==> src/mif_pkg.sv <==
// Purpose: Constants and state type for the metering flag and channel-1 offset register block
// Assumes: 20 MHz pclk, APB with 32-bit data, one word per register index
// Notes: Byte address of a register is four times its index
package mif_pkg;

   // Register indices (byte address = index * 4)
   localparam logic [5:0] IDX_IRQ_ENABLE = 6'h0A;
   localparam logic [5:0] IDX_IRQ_STATUS = 6'h0B;
   localparam logic [5:0] IDX_IRQ_STATUS_RC = 6'h0C;
   localparam logic [5:0] IDX_CH1_OFFSET_CTRL = 6'h0D;
   localparam logic [5:0] IDX_VPEAK_THRESHOLD = 6'h10;
   localparam logic [5:0] IDX_IPEAK_THRESHOLD = 6'h11;
   localparam logic [5:0] IDX_ZERO_CROSS_TIMEOUT_FLAG_LIMIT = 6'h12;

   // Flag positions inside the upper status byte (status bit = 8 + position)
   localparam int FLG_VPEAK = 0;
   localparam int FLG_IPEAK = 1;
   localparam int FLG_VA_HALF = 2;
   localparam int FLG_VA_OVF = 3;
   localparam int FLG_ZERO_CROSS_TIMEOUT_FLAG = 4;
   localparam int FLG_PWR_POS = 5;
   localparam int FLG_PWR_NEG = 6;
   // Status bit F is reserved
   localparam logic [7:0] FLAG_MASK = 8'h7F;
   localparam int FLAG_LSB = 8;

   // Offset control field layout
   localparam int OFS_MAG_MSB = 4;
   localparam int OFS_SIGN = 5;
   localparam int OFS_INTEGRATOR = 7;
   localparam logic [7:0] CHANNEL1_OFFSET_INTEGRATOR_CTRL_WMASK = 8'hBF;

   // Values after reset
   localparam logic [7:0] RST_CHANNEL1_OFFSET_INTEGRATOR_CTRL = 8'h00;
   localparam logic [7:0] RST_ENABLE = 8'h00;
   localparam logic [7:0] RST_STATUS = 8'h00;
   localparam logic [15:0] RST_VPEAK_THR = 16'hFFFF;
   localparam logic [15:0] RST_IPEAK_THR = 16'hFFFF;
   localparam logic [11:0] RST_ZERO_CROSS_TIMEOUT_FLAG_LIMIT = 12'hFFF;

   // Zero-crossing timeout tick: time in microseconds, count derived from clock rate
   localparam int CLK_MHZ = 20;
   localparam int ZERO_CROSS_TIMEOUT_FLAG_TICK_US = 128;
   localparam int ZERO_CROSS_TIMEOUT_FLAG_TICK_CYCLES = ZERO_CROSS_TIMEOUT_FLAG_TICK_US * CLK_MHZ;
   localparam logic [11:0] TICK_LAST = 12'(ZERO_CROSS_TIMEOUT_FLAG_TICK_CYCLES - 1);

   typedef struct packed {
      logic [7:0] status;
      logic [7:0] enable;
      logic [7:0] channel1_offset_integrator_ctrl;
      logic [15:0] vpk_thr;
      logic [15:0] ipk_thr;
      logic [11:0] zx_limit;
      logic [11:0] zx_cnt;
      logic [11:0] div_cnt;
      logic zx_fired;
      logic va_msb;
      logic pwr_neg;
      logic pwr_seen;
      logic [23:0] ch1_out;
      logic [31:0] prdata;
      logic rdy;
      logic slverr;
      logic rc;
   } mif_state_s;

endpackage

==> src/mif_regs.sv <==
// Purpose: Upper interrupt flags, interrupt enable and channel-1 offset control behind APB
// Assumes: Event inputs come from logic on pclk; no synchronisers needed
// Notes: One wait-free access phase; read data is captured in the setup cycle
//
// What this block does
// - Channel-2 sample above voltage threshold sets bit 8
// - Channel-1 sample above current threshold sets bit 9
// - Apparent energy MSB rising sets bit A
// - Apparent energy overflow sets bit B
// - Missing zero crossing too long sets bit C
// - Power negative to positive sets bit D
// - Power positive to negative sets bit E
// - Offset control is RW at 0x0D except bit 6, which reads zero
// - Low five bits give offset magnitude
// - Bit 5 is sign, one means negative
// - Bit 7 enables integrator, resets to zero
// - Interrupt low when enabled flag is set
//
// Register access over APB is this design's own decision.
`timescale 1ns/1ps
module mif_regs
   import mif_pkg::*;
(
   input wire logic pclk, // APB clock, 20 MHz
   input wire logic presetn, // Asynchronous reset, active low
   input wire logic psel, // APB select
   input wire logic penable, // APB access phase
   input wire logic pwrite, // APB write when high
   input wire logic [7:0] paddr, // APB byte address
   input wire logic [31:0] pwdata, // APB write data
   output logic [31:0] prdata, // APB read data
   output logic pready, // APB ready
   output logic pslverr, // APB error on unmapped address
   input wire logic [23:0] ch1_sample, // Channel-1 waveform sample, signed
   input wire logic ch1_valid, // Channel-1 sample strobe
   input wire logic [23:0] ch2_sample, // Channel-2 waveform sample, signed
   input wire logic ch2_valid, // Channel-2 sample strobe
   input wire logic [23:0] apparent_energy_accumulator, // Apparent energy accumulator
   input wire logic apparent_energy_overflow, // Accumulator overflow pulse
   input wire logic zero_cross, // Line voltage zero-crossing pulse
   input wire logic [23:0] power_sample, // Measured power, signed
   input wire logic power_valid, // Power sample strobe
   output logic [23:0] ch1_corrected, // Channel-1 sample after offset correction
   output logic [4:0] ch1_offset_mag, // Offset correction magnitude
   output logic ch1_offset_neg, // Offset correction is negative
   output logic ch1_integrator_en, // Digital integrator on
   output logic irq_n, // Interrupt pin level, active low
   output logic irq_oe // Interrupt pin drive enable (open drain)
);

   mif_state_s q;
   mif_state_s d;

   logic [5:0] idx;
   logic hit;
   logic setup;
   logic done;
   logic [31:0] rdval;
   logic [7:0] ev;
   logic [7:0] clr;
   logic [23:0] mag1;
   logic [23:0] mag2;
   logic tick;
   logic [23:0] ofs;

   // Peak compare uses magnitude; the most negative code saturates
   function automatic logic [23:0] magnitude(input logic [23:0] s);
      logic [23:0] m;
      m = s[23] ? (~s + 24'h000001) : s;
      if (m[23]) begin
         m = 24'h7FFFFF;
      end
      return m;
   endfunction

   assign idx = paddr[7:2];
   assign setup = psel && !penable;
   assign done = psel && penable && q.rdy;
   assign hit = (paddr[1:0] == 2'h0) && ((idx == IDX_IRQ_ENABLE) || (idx == IDX_IRQ_STATUS)
      || (idx == IDX_IRQ_STATUS_RC) || (idx == IDX_CH1_OFFSET_CTRL)
      || (idx == IDX_VPEAK_THRESHOLD) || (idx == IDX_IPEAK_THRESHOLD)
      || (idx == IDX_ZERO_CROSS_TIMEOUT_FLAG_LIMIT));
   assign mag1 = magnitude(ch1_sample);
   assign mag2 = magnitude(ch2_sample);
   assign tick = (q.div_cnt == TICK_LAST);
   assign ofs = {19'h00000, q.channel1_offset_integrator_ctrl[OFS_MAG_MSB:0]};

   always_comb begin
      rdval = 32'h00000000;
      unique case (idx)
         IDX_IRQ_ENABLE: rdval = {16'h0000, q.enable & FLAG_MASK, 8'h00};
         IDX_IRQ_STATUS, IDX_IRQ_STATUS_RC: rdval = {16'h0000, q.status & FLAG_MASK, 8'h00};
         IDX_CH1_OFFSET_CTRL: rdval = {24'h000000, q.channel1_offset_integrator_ctrl & CHANNEL1_OFFSET_INTEGRATOR_CTRL_WMASK};
         IDX_VPEAK_THRESHOLD: rdval = {16'h0000, q.vpk_thr};
         IDX_IPEAK_THRESHOLD: rdval = {16'h0000, q.ipk_thr};
         IDX_ZERO_CROSS_TIMEOUT_FLAG_LIMIT: rdval = {20'h00000, q.zx_limit};
         default: rdval = 32'h00000000;
      endcase
   end

   always_comb begin
      d = q;
      ev = 8'h00;
      clr = 8'h00;
      ev[FLG_VPEAK] = ch2_valid && (mag2[23:8] > q.vpk_thr);
      ev[FLG_IPEAK] = ch1_valid && (mag1[23:8] > q.ipk_thr);
      ev[FLG_VA_HALF] = apparent_energy_accumulator[23] && !q.va_msb;
      d.va_msb = apparent_energy_accumulator[23];
      ev[FLG_VA_OVF] = apparent_energy_overflow;
      d.div_cnt = tick ? 12'h000 : q.div_cnt + 12'h001;
      if (zero_cross) begin
         d.zx_cnt = 12'h000;
         d.zx_fired = 1'b0;
      end else if (tick && !q.zx_fired && (q.zx_limit != 12'h000)) begin
         d.zx_cnt = q.zx_cnt + 12'h001;
         if (q.zx_cnt + 12'h001 == q.zx_limit) begin
            ev[FLG_ZERO_CROSS_TIMEOUT_FLAG] = 1'b1;
            d.zx_fired = 1'b1;
         end
      end
      if (power_valid) begin
         d.pwr_neg = power_sample[23];
         d.pwr_seen = 1'b1;
         ev[FLG_PWR_POS] = q.pwr_seen && q.pwr_neg && !power_sample[23];
         ev[FLG_PWR_NEG] = q.pwr_seen && !q.pwr_neg && power_sample[23];
      end
      if (ch1_valid) begin
         d.ch1_out = q.channel1_offset_integrator_ctrl[OFS_SIGN] ? (ch1_sample - ofs) : (ch1_sample + ofs);
      end
      // Read data is captured in setup so prdata comes from a flop
      if (setup) begin
         d.rdy = 1'b1;
         d.slverr = !hit;
         d.prdata = (pwrite || !hit) ? 32'h00000000 : rdval;
         d.rc = hit && !pwrite && (idx == IDX_IRQ_STATUS_RC);
      end
      if (done) begin
         d.rdy = 1'b0;
         d.rc = 1'b0;
         if (q.rc) begin
            clr = q.prdata[15:8];
         end
         if (pwrite && hit) begin
            unique case (idx)
               IDX_IRQ_ENABLE: d.enable = pwdata[15:8] & FLAG_MASK;
               IDX_IRQ_STATUS: clr = clr | pwdata[15:8];
               IDX_CH1_OFFSET_CTRL: d.channel1_offset_integrator_ctrl = pwdata[7:0] & CHANNEL1_OFFSET_INTEGRATOR_CTRL_WMASK;
               IDX_VPEAK_THRESHOLD: d.vpk_thr = pwdata[15:0];
               IDX_IPEAK_THRESHOLD: d.ipk_thr = pwdata[15:0];
               IDX_ZERO_CROSS_TIMEOUT_FLAG_LIMIT: d.zx_limit = pwdata[11:0];
               default: d.enable = q.enable;
            endcase
         end
      end
      // Clear-on-read clears only the flags the host saw, a status write the flags written as one; a new event in the same cycle wins
      d.status = ((q.status & ~clr) | ev) & FLAG_MASK;
   end

   always_ff @(posedge pclk or negedge presetn) begin
      if (!presetn) begin
         q <= '{status: RST_STATUS, enable: RST_ENABLE, channel1_offset_integrator_ctrl: RST_CHANNEL1_OFFSET_INTEGRATOR_CTRL,
            vpk_thr: RST_VPEAK_THR, ipk_thr: RST_IPEAK_THR, zx_limit: RST_ZERO_CROSS_TIMEOUT_FLAG_LIMIT,
            default: '0};
      end else begin
         q <= d;
      end
   end

   assign prdata = q.prdata;
   assign pready = psel && penable && q.rdy;
   assign pslverr = done && q.slverr;
   assign ch1_corrected = q.ch1_out;
   assign ch1_offset_mag = q.channel1_offset_integrator_ctrl[OFS_MAG_MSB:0];
   assign ch1_offset_neg = q.channel1_offset_integrator_ctrl[OFS_SIGN];
   assign ch1_integrator_en = q.channel1_offset_integrator_ctrl[OFS_INTEGRATOR];
   // active-low interrupt; the host is left to read status first
   assign irq_oe = |(q.status & q.enable);
   assign irq_n = !irq_oe;
endmodule

==> config.mk <==
export PLATFORM = sky130hd
export DESIGN_NAME = mif_regs
export DESIGN_NICKNAME = d
export VERILOG_FILES = /design/src/mif_pkg.sv /design/src/mif_regs.sv
export SDC_FILE = /design/constraint.sdc
export NUM_CORES = 1
export LEC_CHECK = 0
export BUFFER_PORTS_ARGS = -buffer_cell sky130_fd_sc_hd__buf_2
export CORE_MARGIN = 4
export CORE_UTILIZATION = 51
export DETAILED_ROUTE_END_ITERATION = 6
export PLACE_DENSITY = 0.84
export SLEW_MARGIN = 20
export SYNTH_ARGS = -nofsm -noshare
export SYNTH_HDL_FRONTEND = slang
export SYNTH_SLANG_ARGS = --single-unit
export TNS_END_PERCENT = 20
==> constraint.sdc <==
create_clock -name pclk -period 2.97 [get_ports pclk]
set_input_delay 0.594 -clock pclk [delete_from_list [all_inputs] [get_ports pclk]]
set_output_delay 0.594 -clock pclk [all_outputs]
set_load 0.02 [all_outputs]
# After elaboration in Yosys (flattened, before gate mapping)
# Cells that the tools add are included.
# op_classes
add_sub_neg,6
order_cmp,2
n_eq_ne,9
mux,25
bitwise,7
reduce_logical,45
# ops
op,count
case mux 16 bit (6 select lines),1
two-way mux 24 bit,3
"adder 24 x 1 -> 24 bit, second input constant",2
inverter 24 bit,2
two-way mux 23 bit,2
two-way mux 12 bit,3
two-way mux 7 bit,5
greater-than comparator 15 x 16 -> 1 bit,2
"adder 12 x 1 -> 12 bit, second input constant",2
adder 24 x 5 -> 24 bit,1
"equality test 6 x 4 -> 1 bit, second input constant",4
subtractor 24 x 5 -> 24 bit,1
"equality test 6 x 5 -> 1 bit, second input constant",3
logical AND 1 bit,17
two-way mux 16 bit,1
AND reduction 3 bit,5
bitwise AND 7 bit,2
bitwise OR 7 bit,2
equality test 12 bit,1
"equality test 12 bit, second input constant",1
nonzero test 12 bit,1
zero test 1 bit,8
two-way mux 1 bit,8
OR reduction 8 bit,1
other kinds (8),16
# totals
register_bits,136
input_bits,146
output_inout_bits,67
word_cells,111

# Logic depth before layout (Yosys ltp)
# depth
ltp_word,14
ltp_mapped,13
ltp_nobuf,13

# Worst setup path after synthesis
# No wires, ideal clock.
# synth_path
path_type,input to register
startpoint,in ch1_sample[7]
endpoint,reg q[148] (netlist name)
arrival_ns,3.306
t_required_ns,2.848
slack_ns,-0.458
path_stages,12
path_buffers,0
cell_sequence,nor4_1 nand4_1 or3_1 o21ai_0 nand2_1 mux2_2 ha_1 and3_1 nand4_1 or2_2 o21a_1 a32o_1
# synth_lines
item,line,rtl
"start, declared",mif_regs.sv:34,"input wire logic [23:0] ch1_sample,"
"end signal, assigned",mif_regs.sv:161,"q <= '{status: RST_STATUS, enable: RST_ENABLE, channel1_offset_integrator_ctrl: RST_CHANNEL1_OFFSET_INTEGRATOR ..."
"end, declared",mif_regs.sv:51,mif_state_s q;

# Worst setup path in the final report
# layout_path
startpoint,reg q (netlist bit ch1_offset_mag[0])
endpoint,reg q (netlist bit ch1_corrected[12])
# layout_via
elab_chain_len,2
elab_cells_between_ends,3
classes_between,2 x add/sub; 1 x mux
# layout_lines
item,line,rtl
adder 24 x 5 -> 24 bit or subtractor 24 x 5 -> 24 bit (tied branches),mif_regs.sv:128,d.ch1_out = q.channel1_offset_integrator_ctrl[OFS_SIGN] ? (ch1_sample - ofs) : (ch1_sample + ofs);
two-way mux 24 bit (*),mif_regs.sv:128,
# Mark *: on every way between the ends. The rest lies on a longest branch, timed or not.
# A chain may end at the register's enable or synchronous reset.

==> metrics.cfg <==
[run_status]
run_status = finished, violations left
failed_checks = setup timing

[floorplan]
num_rows = 50
dieArea_sq_um = 21700
coreArea_sq_um = 18900
initial_core_util = 0.524
boundaryPins = 213
die_h_microns = 147
die_w_microns = 147

[yosys]
synth_cells = 1057
synth.avg_cell_area_sq_um = 9.37
synth_ff_type = sky130_fd_sc_hd__dfrtp_1
ys_types = 77
synth_sequential_area_ratio = 0.349
synthesis.yosys.warnings = 0
synth-async-reset-ratio = 1.00
ys_seq_elements = 136
synth-edff-count = 0
post_synth_instance_area_sq_um = 9900

[flow_run]
maximum_capacitance_violations = 0

[grt]
grt_antenna_before_repair = 0
grt_overflow_total = 0
global_route.usage.total = 0.244
first_global_vias = 8696
first_pass_grt_wire_length_mm = 43.2
pin_count_of_the_biggest_net_entering_global_routing = 66

[route]
routed-via-count = 8800
drt_first_pass_iters = 5
routed_wirelength_mm = 27.2
drc = 0
met2WireLength_mm = 13.2
met1_wire_length_mm = 11.0
routedWlPerCell_microns = 18.0
wl_met3_mm = 1.96
highest_layer = met4
post_drt_via_cell_ratio = 5.82
postRouteAntennaNets = 0
drt_iter0_drc = 531

[placement]
placement.cell_area_sq_um = 11300
gpl.final_weighted_congestion = 0.957
detailedPlace.worstSlack_ps = -523
dp.final_hpwl_mm = 20.2
port-buffer-count = 134

[clock_network]
cts.sink_count = 136
cts-root-to-sink-buffers = 2
clock_slew_at_reported_path_ffs_ps = 60
clock_tree.root_cell = sky130_fd_sc_hd__clkbuf_16
cts-buffers-inserted = 17
cts_tree = yes
clock_network_latency_to_the_later_pin_of_the_worst_skew_pair_ps = 430
cts_max_level = 4
post_cts_hold_buffer_count = 0

[critical_path]
end_kind = flop
critical_path_startpoint = ch1_offset_mag[0]
worst-r2r-cell-count = 13
path_buf_inv = 2
worst-path-stages = 13
critPathSlowestCell = sky130_fd_sc_hd__dfrtp_1
worstReg2RegStart = ch1_offset_mag[0]
critPathTopFamily = compound AO/OA/AOI/OAI gates
worst_path_largest_cell_delay_ps = 400
worstPathCellList = inv_2 -> ha_4 -> nor3b_4 -> ha_1 -> mux2i_2 -> ha_4 -> a21o_1 -> a221oi_4 -> o21ai_2 -> a221o_1 -> buf_6 -> xor2_1 -> mux2_4
worstSetupStartpointType = flop
crit_required_ps = 3280
timing.setup.critical_path_class = reg -> reg
data_arrival_time_of_the_worst_path_ps = 3530
cp_common_cell = sky130_fd_sc_hd__ha_4
critical_path.max_fanout = 3
crit_reg_reg_endpoint = ch1_corrected[12]
crit_path_end = ch1_corrected[12]
rrSetupSlack_ps = -250

[sta]
slew-limit-headroom = 0.309
final_min_period_over_clock_period = 1.08
fin_crit_ps = 3220
finalSetupViolations = 10
fin_skew_ps = 7.65
fmaxAchievable_ghz = 0.311
grt_setup_unrepaired = true
report.final.hold_viol_count = 0
setup_total_negative_slack_ps = -1210
timing_max_transition_violations_final = 0
tightestPinTransition_ps = 1030
fin_ws_ps = -248

[power_and_ir_drop]
static_leakage_power_nw = 5.41
p_per_area_nw_per_um2 = 406
total_chip_power_mw = 4.89
worst_ir_drop_vdd_v = 0.000400

[layout]
finish.utilization = 0.637
area_delta_synth_final_pct = 21.6
diodes = 0
num-nets-final = 1443
final_layout_size_suffix_gt1_frac = 0.359
design_area_sq_um = 12000

[min_path]
hold_path.class = in -> async

-- per-stage QoR --
step | cells | hold slack [ps]
CTS | 1511 | 197
detailed placement | 1478 | 451
global route | 1512 | 227
global placement | 1478 | 457
floorplan | 1072 | 298
finish | 1512 | 181
-- power by group --
part / leakage, nW / total, mW / internal, mW / switching (mW)
clock: 0.274 / 2.09 / 1.27 / 0.822
sequential: 1.62 / 1.94 / 1.91 / 0.0283
combinational: 3.52 / 0.859 / 0.358 / 0.501
total: 5.41 / 4.89 / 3.54 / 1.35
-- cell usage in the layout, fill, tap and decap left out, drive strengths merged, types with 31 or more instances in the layout --
master,netlist,layout
buf,71,250
nand2,109,109
dfrtp,92,92
mux2,76,76
ha,57,57
o21ai,57,57
nor2,53,53
a21oi,48,48
inv,46,46
dfstp,44,44
xor2,43,43
nand3,31,31
-- registers in the layout, summed over array words and instances, names as in the netlist --
| register | cells |
|---|---|
| q | 89 |
| ch1_corrected | 24 |
| ch1_offset_mag | 5 |
| ch1_integrator_en | 1 |
| prdata | 16 |
| ch1_offset_neg | 1 |
-- layer usage --
| layer | global-route usage | vias to the layer above |
|---|---|---|
| met3 | 0.0441 | 85 |
| met4 | 0.105 | 0 |
| met2 | 0.418 | 384 |
| met5 | 0 | - |
| met1 | 0.304 | 4231 |
| li1 | - | 4100 |
-- worst register-to-register path, cell delays in order (launching register included) --
cell and delay [ps]:
sky130_fd_sc_hd__dfrtp_1 400, sky130_fd_sc_hd__inv_2 80, sky130_fd_sc_hd__ha_4 120, sky130_fd_sc_hd__nor3b_4 180
sky130_fd_sc_hd__ha_1 270, sky130_fd_sc_hd__mux2i_2 220, sky130_fd_sc_hd__ha_4 250, sky130_fd_sc_hd__a21o_1 200
sky130_fd_sc_hd__a221oi_4 350, sky130_fd_sc_hd__o21ai_2 110, sky130_fd_sc_hd__a221o_1 380, sky130_fd_sc_hd__buf_6 150
sky130_fd_sc_hd__xor2_1 130, sky130_fd_sc_hd__mux2_4 250
-- cell usage after synthesis (all sizes together) (5+ instances only) --
cell type | number | area, sq um
a21boi | 5 | 37.5
or3 | 13 | 81.3
mux2i | 17 | 170
nor2 | 53 | 199
xnor2 | 26 | 228
a21oi | 48 | 240
nand3 | 31 | 155
or2 | 9 | 56.3
inv | 46 | 173
nor4 | 12 | 75.1
nand2b | 7 | 43.8
clkbuf | 31 | 116
a221oi | 6 | 58.8
a22oi | 11 | 82.6
dfstp | 44 | 1160
nor3 | 16 | 85.1
xor2 | 43 | 377
nor4b | 5 | 56.3
a211oi | 8 | 72.6
dfrtp | 92 | 2300
nand2 | 109 | 432
and3 | 13 | 81.3
o21a | 6 | 45.0
nand4b | 5 | 43.8
ha | 57 | 713
o211ai | 10 | 75.1
nand4 | 16 | 100
o31ai | 6 | 45.0
a31oi | 7 | 43.8
mux2 | 76 | 931
and2 | 8 | 50.1
o21ai | 57 | 285
a21o | 22 | 165
nor2b | 8 | 50.1
buf | 71 | 519
-- cell type report --
type                    count  area (sq um)
repair buffers            250          1560
inverters                  46           173
flip-flops and latches    136          3460
clock buffers              20           457
well taps                 260           325
fillers                  1456          6850
multi-input cells         788          5940
clock inverters            12           126
-- how the worst min path moves through the flow --
stage | from | to | slack (ps) | depth (start not counted)
after floorplan | presetn | ch1_corrected[0] | 300 | 0
after global placement | prdata[6] | prdata[6] | 460 | 2
after detailed placement | q[59] | q[59] | 450 | 1
after CTS | presetn | q[59] | 200 | 1
after global routing | presetn | q[59] | 230 | 1
final | presetn | q[59] | 180 | 1
-- cells by family after synthesis --
kind of cell / after synthesis / share of synthesized area
AO/OA/AOI/OAI: 227 / 0.154
XOR/XNOR: 69 / 0.0610
adder cells (fa/ha/maj): 58 / 0.0741
buffers and inverters: 148 / 0.0816
flip-flops: 136 / 0.349
multiplexers: 93 / 0.111
other: 1 / 0.000379
AND/OR/NAND/NOR: 325 / 0.169
-- repair_timing --
| item | in CTS | in global routing |
|---|---|---|
| buffers inserted | 1 | 1 |
| endpoints found under the setup margin | 18 | 18 |
| pin swaps | 10 | 7 |
| resized for setup | 15 | 23 |
| endpoints found under the hold margin | 0 | 0 |
Power figures use the tool's default switching activity.
